==> src/pkg/can_front_pkg.sv <==
/*
 * Constants, frame record and state types for the CAN queue front end.
 * Assumes a 32-bit APB master with an 8-bit byte address.
 */
package can_front_pkg;
    // register byte addresses
    localparam logic [7:0] ADDR_FEATURE = 8'h00;
    localparam logic [7:0] ADDR_STATUS  = 8'h04;
    localparam logic [7:0] ADDR_COMMAND = 8'h08;

    // capability bits in the feature register
    localparam int FEAT_CLASSIC = 0;
    localparam int FEAT_FD      = 1;
    localparam int FEAT_REMOTE  = 2;
    localparam int FEAT_LATE    = 3;
    localparam logic [3:0] FEAT_RESET = 4'h1;

    // status and command register fields
    localparam int STAT_BUS_OFF = 0;
    localparam int STAT_STARTED = 1;
    localparam int CMD_BUSY     = 8;
    localparam logic [7:0] CMD_START = 8'h01;
    localparam logic [7:0] CMD_STOP  = 8'h02;

    localparam logic [7:0] RESULT_SUCCESS = 8'h00;
    localparam logic [7:0] RESULT_FAILURE = 8'h01;

    // record kinds and frame flags
    localparam logic [15:0] TX_KIND    = 16'h0001;
    localparam logic [15:0] RX_KIND    = 16'h0101;
    localparam logic [31:0] FD_FLAG    = 32'h0000_4000;
    localparam logic [31:0] EXT_FLAG   = 32'h0000_8000;
    localparam logic [31:0] REMOTE_FLAG = 32'h0000_2000;
    localparam logic [31:0] KNOWN_FLAGS = 32'h0000_E000;
    localparam logic [11:0] CLASSIC_MAX = 12'h008;
    localparam logic [11:0] FD_MAX      = 12'h040;

    typedef struct packed {
        logic [15:0] kind;
        logic [11:0] length;
        logic [31:0] flags;
        logic [31:0] ident;
    } frame_t;

    typedef struct packed {
        logic        psel;
        logic        penable;
        logic        pwrite;
        logic [7:0]  paddr;
        logic [31:0] pwdata;
    } apb_req_t;

    typedef struct packed {
        logic        pready;
        logic        pslverr;
        logic [31:0] prdata;
    } apb_rsp_t;

    typedef enum logic [1:0] {TX_IDLE, TX_SEND, TX_WAIT} tx_state_t;

    typedef struct packed {
        logic [3:0] feat;
        logic       bus_off;
        logic       started;
        logic       mode_req;
        logic       cmd_busy;
        logic [7:0] cmd_result;
        tx_state_t  tx_st;
        frame_t     tx_frame;
        logic       tx_done;
        logic [7:0] tx_result;
        logic       rx_valid;
        frame_t     rx_frame;
    } state_t;
endpackage

==> src/logic/can_front_end.sv <==
/*
 * Queue-side front end of a CAN controller: transmit checks and results,
 * receive records, start/stop commands and bus-off status over APB.
 * Assumes the controller core reports its mode, accepts, acks and
 * bus-off on synchronous inputs, and the queues use valid/ready.
 */
// The address map and the APB register port were chosen for this implementation.
`timescale 1ns/100ps

module can_front_end (
    // clock and reset
    input  wire logic                    pclk,
    input  wire logic                    presetn,
    // register bus
    input  wire can_front_pkg::apb_req_t apb_req,
    output      can_front_pkg::apb_rsp_t apb_rsp,
    // transmit queue
    input  wire logic                    tx_req_valid,
    input  wire can_front_pkg::frame_t   tx_req,
    output      logic                    tx_req_ready,
    output      logic                    tx_done,
    output      logic [7:0]              tx_result,
    // receive queue
    input  wire logic                    rx_buf_avail,
    output      logic                    rx_rec_valid,
    output      can_front_pkg::frame_t   rx_rec,
    // controller mode
    output      logic                    ctrl_run_req,
    input  wire logic                    ctrl_running,
    input  wire logic                    ctrl_fault,
    input  wire logic                    can_bus_off,
    // controller transmit
    output      logic                    can_tx_valid,
    output      can_front_pkg::frame_t   can_tx_frame,
    input  wire logic                    can_tx_accept,
    input  wire logic                    can_tx_ack,
    output      logic                    can_tx_abort,
    // controller receive
    input  wire logic                    can_rx_valid,
    input  wire can_front_pkg::frame_t   can_rx_frame,
    output      logic                    can_rx_ready
);
    import can_front_pkg::*;

    state_t      s_reg;
    state_t      s_next;
    logic        apb_access;
    logic        apb_done;
    logic        cmd_stall;
    logic        addr_ok;
    logic        feat_ok;
    logic        bad_write;
    logic        tx_fd;
    logic        tx_ext;
    logic        tx_remote;
    logic [11:0] tx_max;
    logic        tx_type_ok;
    logic        tx_range_ok;
    logic        tx_ok;
    logic [11:0] rx_max;
    logic        rx_take;
    logic [31:0] rd_data;

    ////////////////////////////////////////////////////////////////////
    // register bus decode

    assign apb_access = apb_req.psel && apb_req.penable;
    assign addr_ok = (apb_req.paddr == ADDR_FEATURE) || (apb_req.paddr == ADDR_STATUS)
                     || (apb_req.paddr == ADDR_COMMAND);
    // refuse a capability set without classic or FD
    assign feat_ok = (apb_req.pwdata[FEAT_CLASSIC] || apb_req.pwdata[FEAT_FD])
                     && !(apb_req.pwdata[FEAT_REMOTE] && !apb_req.pwdata[FEAT_CLASSIC]);
    // capabilities change only while stopped
    assign bad_write = apb_req.pwrite && (((apb_req.paddr == ADDR_FEATURE)
                       && (!feat_ok || s_reg.started)) || (apb_req.paddr == ADDR_STATUS));
    // a second command waits until the first has finished
    assign cmd_stall = apb_req.pwrite && (apb_req.paddr == ADDR_COMMAND) && s_reg.cmd_busy;
    assign apb_done = apb_access && !cmd_stall;

    always_comb begin
        rd_data = '0;
        case (apb_req.paddr)
            ADDR_FEATURE: rd_data[3:0] = s_reg.feat;
            ADDR_STATUS: begin
                rd_data[STAT_BUS_OFF] = s_reg.bus_off;
                rd_data[STAT_STARTED] = s_reg.started;
            end
            ADDR_COMMAND: begin
                rd_data[7:0] = s_reg.cmd_result;
                rd_data[CMD_BUSY] = s_reg.cmd_busy;
            end
            default: rd_data = '0;
        endcase
    end

    assign apb_rsp.pready  = !cmd_stall;
    assign apb_rsp.pslverr = apb_done && (!addr_ok || bad_write);
    assign apb_rsp.prdata  = (apb_done && !apb_req.pwrite) ? rd_data : '0;

    ////////////////////////////////////////////////////////////////////
    // transmit record checks

    // flags word selects the frame kind
    assign tx_fd     = |(tx_req.flags & FD_FLAG);
    assign tx_ext    = |(tx_req.flags & EXT_FLAG);
    assign tx_remote = |(tx_req.flags & REMOTE_FLAG);
    assign tx_max = tx_fd ? FD_MAX : CLASSIC_MAX;
    // unnegotiated kinds and unknown flags fail
    assign tx_type_ok = ((tx_req.flags & ~KNOWN_FLAGS) == '0)
                        && (tx_fd ? s_reg.feat[FEAT_FD] : s_reg.feat[FEAT_CLASSIC])
                        && !(tx_remote && (tx_fd || !s_reg.feat[FEAT_REMOTE]));
    assign tx_range_ok = (tx_req.ident[31:29] == '0)
                         && (tx_ext || (tx_req.ident[28:11] == '0))
                         && (tx_req.length <= tx_max);
    assign tx_ok = (tx_req.kind == TX_KIND) && tx_type_ok && tx_range_ok && s_reg.started;

    ////////////////////////////////////////////////////////////////////
    // receive path

    // payload bound follows the FD capability
    assign rx_max = s_reg.feat[FEAT_FD] ? FD_MAX : CLASSIC_MAX;
    // no buffering, so records leave in bus order
    assign can_rx_ready = rx_buf_avail;
    assign rx_take = can_rx_valid && rx_buf_avail;

    ////////////////////////////////////////////////////////////////////
    // next state

    always_comb begin
        s_next = s_reg;
        s_next.tx_done  = 1'b0;
        s_next.rx_valid = 1'b0;

        if (apb_done && apb_req.pwrite && !bad_write
            && (apb_req.paddr == ADDR_FEATURE)) begin
            s_next.feat = apb_req.pwdata[3:0];
        end

        // complete once the controller is in the mode
        if (s_reg.cmd_busy) begin
            if (ctrl_fault) begin
                s_next.cmd_busy   = 1'b0;
                s_next.cmd_result = RESULT_FAILURE;
                s_next.mode_req   = ctrl_running;
                s_next.started    = ctrl_running;
            end else if (ctrl_running == s_reg.mode_req) begin
                s_next.cmd_busy   = 1'b0;
                s_next.cmd_result = RESULT_SUCCESS;
                s_next.started    = s_reg.mode_req;
                if (s_reg.mode_req) begin
                    s_next.bus_off = 1'b0;
                end
            end
        end

        // command taken only when none is in flight
        if (apb_done && apb_req.pwrite && (apb_req.paddr == ADDR_COMMAND)) begin
            if ((apb_req.pwdata[7:0] == CMD_START) || (apb_req.pwdata[7:0] == CMD_STOP)) begin
                s_next.cmd_busy = 1'b1;
                s_next.mode_req = (apb_req.pwdata[7:0] == CMD_START);
            end else begin
                s_next.cmd_result = RESULT_FAILURE;
            end
        end

        // bus-off stops and flags, set wins over clear
        if (can_bus_off) begin
            s_next.bus_off  = 1'b1;
            s_next.started  = 1'b0;
            s_next.mode_req = 1'b0;
            if (s_reg.cmd_busy) begin
                s_next.cmd_busy   = 1'b0;
                s_next.cmd_result = RESULT_FAILURE;
            end
        end

        case (s_reg.tx_st)
            TX_IDLE: begin
                if (tx_req_valid) begin
                    s_next.tx_frame = tx_req;
                    s_next.tx_frame.ident[31:29] = '0;
                    if (tx_ok) begin
                        s_next.tx_st = TX_SEND;
                    end else begin
                        s_next.tx_done   = 1'b1;
                        s_next.tx_result = RESULT_FAILURE;
                    end
                end
            end
            TX_SEND: begin
                if (!s_reg.started) begin
                    s_next.tx_st     = TX_IDLE;
                    s_next.tx_done   = 1'b1;
                    s_next.tx_result = RESULT_FAILURE;
                end else if (can_tx_accept) begin
                    if (s_reg.feat[FEAT_LATE]) begin
                        s_next.tx_st = TX_WAIT;
                    end else begin
                        s_next.tx_st     = TX_IDLE;
                        s_next.tx_done   = 1'b1;
                        s_next.tx_result = RESULT_SUCCESS;
                    end
                end
            end
            TX_WAIT: begin
                if (!s_reg.started) begin
                    s_next.tx_st     = TX_IDLE;
                    s_next.tx_done   = 1'b1;
                    s_next.tx_result = RESULT_FAILURE;
                end else if (can_tx_ack) begin
                    s_next.tx_st     = TX_IDLE;
                    s_next.tx_done   = 1'b1;
                    s_next.tx_result = RESULT_SUCCESS;
                end
            end
            default: s_next.tx_st = TX_IDLE;
        endcase

        if (rx_take && s_reg.started && (can_rx_frame.length <= rx_max)) begin
            s_next.rx_valid          = 1'b1;
            s_next.rx_frame          = can_rx_frame;
            s_next.rx_frame.kind     = RX_KIND;
            s_next.rx_frame.flags    = can_rx_frame.flags & KNOWN_FLAGS;
            s_next.rx_frame.ident[31:29] = '0;
        end
    end

    ////////////////////////////////////////////////////////////////////
    // state register

    always_ff @(posedge pclk or negedge presetn) begin
        if (!presetn) begin
            s_reg      <= '0;
            s_reg.feat <= FEAT_RESET;
        end else begin
            s_reg <= s_next;
        end
    end

    assign tx_req_ready = (s_reg.tx_st == TX_IDLE);
    assign tx_done      = s_reg.tx_done;
    assign tx_result    = s_reg.tx_result;
    assign rx_rec_valid = s_reg.rx_valid;
    assign rx_rec       = s_reg.rx_frame;
    assign ctrl_run_req = s_reg.mode_req;
    assign can_tx_valid = (s_reg.tx_st == TX_SEND) && s_reg.started;
    assign can_tx_frame = s_reg.tx_frame;
    assign can_tx_abort = (s_reg.tx_st != TX_IDLE) && !s_reg.started;
endmodule

==> config.mk <==
export PLATFORM = sky130hd
export DESIGN_NAME = can_front_end
export DESIGN_NICKNAME = d
export VERILOG_FILES = /design/src/pkg/can_front_pkg.sv /design/src/logic/can_front_end.sv
export SDC_FILE = /design/constraint.sdc
export NUM_CORES = 1
export LEC_CHECK = 0
export ABC_CLOCK_PERIOD_IN_PS = 2270
export BUFFER_PORTS_ARGS = -buffer_cell sky130_fd_sc_hd__buf_2
export CAP_MARGIN = 5
export CORE_AREA = 2 2 184 186
export CTS_CLUSTER_DIAMETER = 80
export DETAILED_ROUTE_END_ITERATION = 10
export DIE_AREA = 0 0 186 188
export GPL_TIMING_DRIVEN = 0
export MAX_ROUTING_LAYER = met4
export PLACE_DENSITY = 0.47
export SLEW_MARGIN = 25
export SYNTH_ARGS = -nofsm -noshare
export SYNTH_HDL_FRONTEND = slang
export SYNTH_SLANG_ARGS = --single-unit
==> constraint.sdc <==
create_clock -name pclk -period 2.27 [get_ports pclk]
set_input_delay 0.454 -clock pclk [delete_from_list [all_inputs] [get_ports pclk]]
set_output_delay 0.454 -clock pclk [all_outputs]
set_load 0.01 [all_outputs]
* Word level (Yosys, flattened, before mapping) *
Cells that the tools add are included.

word-level totals
  bits in registers = 162
  logic and storage cells = 133
  output and inout port bits = 233
  bits in writable memories = 0
  bits of input ports = 237
  memories = 0
  ROM bits = 0
  bits in latches = 0

operators by class
  magnitude comparators = 2
  bitwise logic cells = 0
  $mul = 0
  shifts and indexed selects = 0
  div/mod/pow operators = 0
  eq/ne operators = 15
  muxes and demuxes = 36
  add/subtract/negate cells = 0
  reductions and logical operators = 62

operators with widths
  kind                                                                     count
  103-bit two-way mux                                                      1
  93-bit two-way mux                                                       1
  9-bit two-way mux                                                        10
  32-bit zero test                                                         1
  1-bit logical AND                                                        27
  9-bit one-hot mux with 3 select lines                                    1
  12-bit by 7-bit less-or-equal comparator with 1-bit output               2
  12-bit two-way mux                                                       2
  18-bit zero test                                                         1
  16-bit by 1-bit equality test with 1-bit output (second input constant)  1
  2-bit two-way mux                                                        8
  7-bit two-way mux                                                        2
  2-bit one-hot mux with 3 select lines                                    2
  1-bit zero test                                                          10
  10-bit two-way mux                                                       1
  1-bit logical OR                                                         9
  3-bit inequality test (second input constant)                            3
  8-bit by 1-bit equality test with 1-bit output (second input constant)   1
  8-bit by 2-bit equality test with 1-bit output (second input constant)   1
  8-bit by 3-bit equality test with 1-bit output (second input constant)   1
  8-bit by 4-bit equality test with 1-bit output (second input constant)   1
  8-bit zero test                                                          1
  8-bit two-way mux                                                        1
  4-bit AND reduction                                                      2
  14 further kinds                                                         25

* Depth between registers and ports, before layout *
Gate-level depths: netlist of the first run.

  depth after elaboration = 12
  depth in mapped cells = 8
  gate-level depth less buffers = 7

* Worst setup path before layout of the first run *
No wires, ideal clock.

  path type = input port to flip-flop
  from = input can_rx_frame[67] (netlist bit)
  to = register s_reg, in the netlist rx_rec[10]
  data arrival time = 1950 ps
  required time = 2142 ps
  path buffers = 1
  cell stages on the path = 7
  slack = 192 ps
  library setup time = 128 ps
  cell sequence = inv_1 > ha_1 > a32oi_1 > o32a_1 > nor2_2 > buf_4 > mux2_1

between the ends
  longest elaborated chain between the ends = 2

ends and longest elaborated chain
  item                                                        line                  source
  start, declared                                             can_front_end.sv:40   input wire can_front_pkg::frame_t can_rx_frame,
  12-bit by 7-bit less-or-equal comparator with 1-bit output  can_front_end.sv:219  if (rx_take && s_reg.started && (can_rx_frame.length <= rx_max)) begin
  1-bit logical AND                                           can_front_end.sv:219
  end signal, assigned                                        can_front_end.sv:236  s_reg <= s_next;
  end, declared                                               can_front_end.sv:45   state_t s_reg;

No other way between the ends.
A chain may end at the register's enable or synchronous reset.

==> impl_metrics.ini, run 1 <==
[sta]
finalClockSkew_ps = 9.345
fin_ws_ps = 53.81
max_freq_mhz = 451.2
setup_viol = 0
whs_ps = 23.63
final_max_slew_viol_count = 0
fin_crit_ps = 2216
hold_violations = 0
tightest_slew_ps = 629.7
rsz0062_at_grt = yes
fin_setup_tns_ps = 0
post-route-period-util_pct = 97.63
slew_headroom_pct = 58.02

[setup_path]
cp_common_cell = buf_4
cp_num_buf_inv = 5
endpoint_kind = output pin
slowest_stage = nor4_4
cpPeakStageDelay_ps = 290
critPathKind = in -> out
cp_data_required_time_ps = 1820
rr_worst_depth = 7
arrival_ps = 1760
crit_fanout = 2
startpoint_type = input port
worstPathCellList = buf_2, nor4_4, nand2_1, buf_4, buf_4, buf_4, a21oi_1, a21oi_1, buf_2
crit_cells = 9
critPathTopFamily = buffers and inverters

[drt]
dr_wl_met2_um = 11780
ant_nets = 0
wl_per_cell_um = 13.71
dr.pass1.iters = 4
m1WireLength_um = 10390
finalWirelength_um = 23990
highest_layer = met4
drt-initial-drc-count = 211
vias = 6656
drc_errors = 0
viasPerCell = 3.806
wl_met3_um = 1462

[layout]
post-route-util_pct = 34.10
largest_reg_flops = 89
synthToLayoutAreaGrowth_pct = 39.71
nets = 1526
drive_gt1_share_pct = 46.53
fin_cells = 1749

[synth]
yosysTopAreaCell = dfrtp_1
yosys.cell_types.count = 48
ys_seq_area_share_pct = 48.00
ys_seq_elements = 155
syn-instance-count = 863
async_flop_share_pct = 100.0
synth.area.top_cells = dfrtp_1 48%, buf_4 20%, nand2_1 13%
ys_warn_count = 0
syn_avg_cell_area_um2 = 9.366
netlist_area_um2 = 8083
synth-edff-count = 0
synth-main-ff-cell = dfrtp_1
yosysTopAreaCellShare_pct = 47.68

[hold_path]
hp-class = in -> async

[floorplan]
dieWidth_um = 186
row_count = 67
io_pins = 470
start_util_pct = 24.41
die_h_um = 188
core-area_um2 = 33110
dieArea_um2 = 34970

[power]
vdd_drop_max_v = 0.0004918
power_leakage_nw = 6.543
powerDensity_nw_per_um2 = 606.5

[global_routing]
track_usage_pct = 14.02
grt_pass1_wl_um = 36200
antenna_found_initial = 3
grt_pass1_vias = 6484
overflow = 0
grt_start_max_net_pins = 82

[place]
gp_congestion = 0.7736
dp.cells = 1706
hpwl_um = 18720
portBuffers = 316
place_ws_ps = -434.7

[clocking]
cts_buffer_depth = 2
root_buffer = clkbuf_16
cts.hold.buffers_added = 0
cts_made_buffers = 17
clock_sinks = 155
cts.reportedPaths.clkPinSlew_ps = 60
cts_tree = built
clock_latency_ps = 420
ctsHtreeMaxLevel = 4

[run_status]
status = finished clean

[job]
cap_violations = 0
-- placed cells by master (no fill, tap or decap), types with 3 or more instances in the layout --
cell type,Yosys,final
nor4_1,20,18
dfrtp_1,154,154
nand4_1,5,5
ha_1,4,4
nand2_1,273,273
o21ai_0,4,4
buf_4,220,226
conb_1,1,79
diode_2,0,3
nor2b_2,7,7
mux2i_1,6,6
mux2_1,43,43
nand3_1,5,5
nor2b_1,9,9
buf_6,0,4
clkinv_2,0,5
nor2_2,1,3
clkbuf_16,0,17
a21oi_1,5,5
nor3_1,8,5
buf_2,3,316
nor2_1,13,11
and3_1,3,3
clkbuf_1,21,21
and2_1,5,4
inv_1,10,10
clkinvlp_4,0,3
o21ai_1,7,7
a31oi_1,3,3
-- layout make-up --
cell class | count | area [um^2]
plain buffers | 242 | 1760
repair buffers | 326 | 1693
clock inverters | 11 | 95.09
diodes | 3 | 7.507
flip-flops and latches | 155 | 3880
well taps | 448 | 560.5
inverters | 13 | 48.80
clock buffers | 21 | 450.4
fillers | 3505 | 21820
multi-input cells | 530 | 2796
-- repair_timing --
action,CTS,global route
setup endpoints to repair,126,54
endpoints found under the hold margin,0,0
pin swaps,8,6
gates resized for setup,16,8
cloned,1,0
buffers inserted,6,3
-- worst reg2reg max path, delay by kind of cell, from the launching register on --
family	cells	cell delay, ps
buf+inv	2	290
simple gates	1	250
fa+ha+maj	1	300
compound gates	2	470
flops	1	390
mux	1	340
-- logic make-up after synthesis --
| logic type | count (synthesis) | synth area share [%] |
|---|---|---|
| AND/OR/NAND/NOR | 362 | 19.46 |
| buffers and inverters | 257 | 22.20 |
| flip-flops | 155 | 48.00 |
| multiplexers | 49 | 6.734 |
| AO/OA/AOI/OAI | 33 | 2.724 |
| adder cells (fa/ha/maj) | 4 | 0.6192 |
| XOR/XNOR | 2 | 0.2168 |
| other | 1 | 0.04640 |
-- synthesized netlist by cell type, types with 4 or more instances --
library cell and instances:
nor4_1 20, o21ai_1 7, dfrtp_1 154, nand3_1 5, nor2_1 13, o21ai_0 4, nor2b_2 7, ha_1 4
clkbuf_1 21, nor2b_1 9, and2_1 5, a21oi_1 5, nand2_1 273, nor3_1 8, buf_4 220, nand4_1 5
mux2_1 43, mux2i_1 6, inv_1 10
-- path summary, 6_finish.rpt --
check	startpoint	to	slack [ps]
setup / recovery	apb_req[36]	apb_rsp[32]	50
min in group pclk	tx_req[8]	can_tx_frame[8]	220
max in group asynchronous	presetn	rx_rec[70]	1390
hold / removal	presetn	can_tx_frame[6]	20
setup reg to reg	s_reg[209]	rx_rec[23]	100
hold reg to reg	can_tx_frame[21]	can_tx_frame[21]	470
-- metal layers --
layer  global-route usage, %  up-vias
met4                   4.210        0
met3                   2.816       16
li1                        -     3338
met1                   17.01     3074
met2                   23.41      228
met5                       -        -
-- where the power goes --
part	internal (mW)	switching [mW]	total [mW]
Sequential	2.91	0.0751	2.98
Clock	1.53	1.21	2.74
Combinational	0.556	0.570	1.13
-- metrics by stage --
stage	area (um^2)	total power, mW
6_report	11290	6.848
5_1_grt	11290	7.231
4_1_cts	11230	6.969
3_5_place_dp	10560	4.168
3_3_place_gp	10520	4.153
2_1_floorplan	8376	3.667
(Power assumes the default switching activity.)
==> run 2: changes to the inputs <==
--- a/config.mk
+++ b/config.mk
@@ -5,16 +5,17 @@
 export SDC_FILE = /design/constraint.sdc
 export NUM_CORES = 1
 export LEC_CHECK = 0
+export ABC_AREA = 1
 export ABC_CLOCK_PERIOD_IN_PS = 2270
 export BUFFER_PORTS_ARGS = -buffer_cell sky130_fd_sc_hd__buf_2
 export CAP_MARGIN = 5
-export CORE_AREA = 2 2 184 186
+export CORE_AREA = 2 2 182 184
 export CTS_CLUSTER_DIAMETER = 80
 export DETAILED_ROUTE_END_ITERATION = 10
-export DIE_AREA = 0 0 186 188
+export DIE_AREA = 0 0 184 186
 export GPL_TIMING_DRIVEN = 0
 export MAX_ROUTING_LAYER = met4
-export PLACE_DENSITY = 0.47
+export PLACE_DENSITY = 0.49
 export SLEW_MARGIN = 25
 export SYNTH_ARGS = -nofsm -noshare
 export SYNTH_HDL_FRONTEND = slang
==> impl_metrics.ini, run 2 <==
[floorplan]
core-area_um2 = 32210
dieArea_um2 = 34220
io_pins = 470
die_h_um = 186
dieWidth_um = 184
row_count = 66
start_util_pct = 26.05

[synth]
ys_warn_count = 0
syn_avg_cell_area_um2 = 9.323
syn-instance-count = 900
yosysTopAreaCell = dfrtp_1
synth.area.top_cells = dfrtp_1 46%, buf_4 19%, nand2_1 8.6%
synth-main-ff-cell = dfrtp_1
yosys.cell_types.count = 36
ys_seq_area_share_pct = 46.24
synth_most_common_cell = buf_4
yosysTopAreaCellShare_pct = 45.93
synth_commonest_cells = 217 x buf_4, 192 x nand2_1, 154 x dfrtp_1
ys_seq_elements = 155
synth-edff-count = 0
netlist_area_um2 = 8391
async_flop_share_pct = 100.0

[layout]
layout_commonest_cell = buf_2
drive_gt1_share_pct = 50.23
largest_reg_flops = 89
nets = 1557
layout_common_cells = 325 x buf_2, 217 x buf_4, 192 x nand2_1
multiInputGateArea_um2 = 2765
layout.area.seq_um2 = 3880
synthToLayoutAreaGrowth_pct = 36.19
fillers = 3415

[sta]
tightest_slew_ps = 599.7
final_max_slew_viol_count = 0
whs_ps = -16.28
finalClockSkew_ps = 11.52
post-route-period-util_pct = 94.06
fin_crit_ps = 2135
slew_headroom_pct = 60.02
hold_violations = 8
setup_viol = 0
fin_setup_tns_ps = 0
rsz0062_at_grt = no
max_freq_mhz = 468.4
fin_ws_ps = 134.9

[clocking]
root_buffer = clkbuf_16
ctsHtreeMaxLevel = 4
cts_tree = built
clock_latency_ps = 430
cts_buffer_depth = 2
cts_made_buffers = 17
clock_sinks = 155
cts.reportedPaths.clkPinSlew_ps = 70
postCtsSetupRepairBufs = 0

[run_status]
violations = negative hold slack
status = finished, violations left

[global_routing]
grt_pass1_vias = 6445
overflow = 0
met3_usage_pct = 2.798
antenna_found_initial = 1
track_usage_pct = 14.09
met1_usage_pct = 17.41
grt-busiest-layer = met2
grtUsageMet2_pct = 22.67
grt_start_max_net_pins = 83
grt_pass1_wl_um = 35300

[setup_path]
critPathTopFamily = buffers and inverters
startpoint_type = flip-flop
cp_num_buf_inv = 3
endpoint_kind = output pin
worstPathCellList = buf_4, inv_1, a31oi_2, nand2_1, a21oi_1, buf_2
cp_data_required_time_ps = 1820
crit_fanout = 8
cpPeakStageDelay_ps = 320
slowest_stage = dfrtp_1
arrival_ps = 1680
critPathKind = reg -> out

[drt]
drt-initial-drc-count = 207
vias = 6714
viasPerCell = 3.865
finalWirelength_um = 23740
dr.pass1.iters = 4
wl_per_cell_um = 13.67
drc_errors = 0
ant_nets = 0

[place]
gp_congestion = 0.8072
portBuffers = 318
hpwl_um = 18760
place_ws_ps = 116.1

[power]
internal-power_mw = 5.329
pwr-share-clk_pct = 41.1
p_sw_share_pct = 25.38
vdd_drop_max_v = 0.0004849
power.switching_mw = 1.812
power_frac_seq_pct = 42.1
power_mw = 7.141
power_leakage_nw = 6.455
powerDensity_nw_per_um2 = 624.9
p_comb_share_pct = 16.8

[hold_path]
hp-class = in -> async

[job]
cap_violations = 0
run 2: cell types whose count changed in the layout (fill, tap and decap cells not counted), sizes merged, moves of 16 or more:
cell    delta
clkbuf    -17
inv       +60
mux2      +22
nand2     -79
nor2      +59
nor2b     -16
nor4      -20
o21ai     +34
run 2: logic make-up (layout without fill, tap and decap cells):
group                    count (synthesis)  count (layout)  synth area share, %
AO/OA/AOI/OAI                           65              65                4.369
buffers and inverters                  310             660                24.43
multiplexers                            65              65                9.618
other                                    1              80              0.04469
adder cells (fa/ha/maj)                  4               4               0.5965
AND/OR/NAND/NOR                        300             300                14.70
flip-flops                             155             155                46.24
run 2: power groups by stage:
stage	sequential (mW)	combinational [mW]	clock (mW)
floorplan	3.04	0.738	0
detailed placement	3.06	1.21	0
global placement	3.05	1.20	0
CTS	3.00	1.22	3.04
finish	3.00	1.20	2.94
global route	3.02	1.32	3.15
run 2: worst paths after layout:
path	from	end	slack, ps	cells after the start
max	s_reg[206]	apb_rsp[32]	130	6
min	presetn	can_tx_frame[9]	-20	1
max reg2reg	s_reg[209]	rx_rec[47]	320	11
min reg2reg	rx_rec[70]	rx_rec[70]	480	2
max in group asynchronous	presetn	s_reg[208]	1440	2
min in group pclk	can_rx_frame[1]	rx_rec[1]	220	3
run 2: routing by layer:
metal	up-vias	wire length [um]	share of wire [%]
met1	3052	10550	44
li1	3377	-	-
met2	256	11320	48
met3	29	1269	5.3
met5	-	0	0
met4	0	599	2.5
run 2: stage by stage:
step	cells	util [%]	area, um^2
floorplan	978	-	8683
global placement	1704	33.49	10790
detailed placement	1705	33.61	10820
CTS	1736	35.44	11410
global route	1737	35.48	11430
finish	1737	35.48	11430
run 2: what timing repair did:
item                                    4_1_cts  5_1_grt
endpoints found under the setup margin        0        3
hold buffers                                  0        0
gates resized for setup                       0        3
run 2: final cells by class:
type                       count  share of cell area, %
tap                          408                  4.467
multi-input combinational    513                  24.20
timing repair buffer         319                  14.26
buffer                       237                  15.53
inverter                      73                  2.409
antenna                        1                0.02190
sequential                   155                  33.95
clock inverter                12                  1.292
clock buffer                  19                  3.876
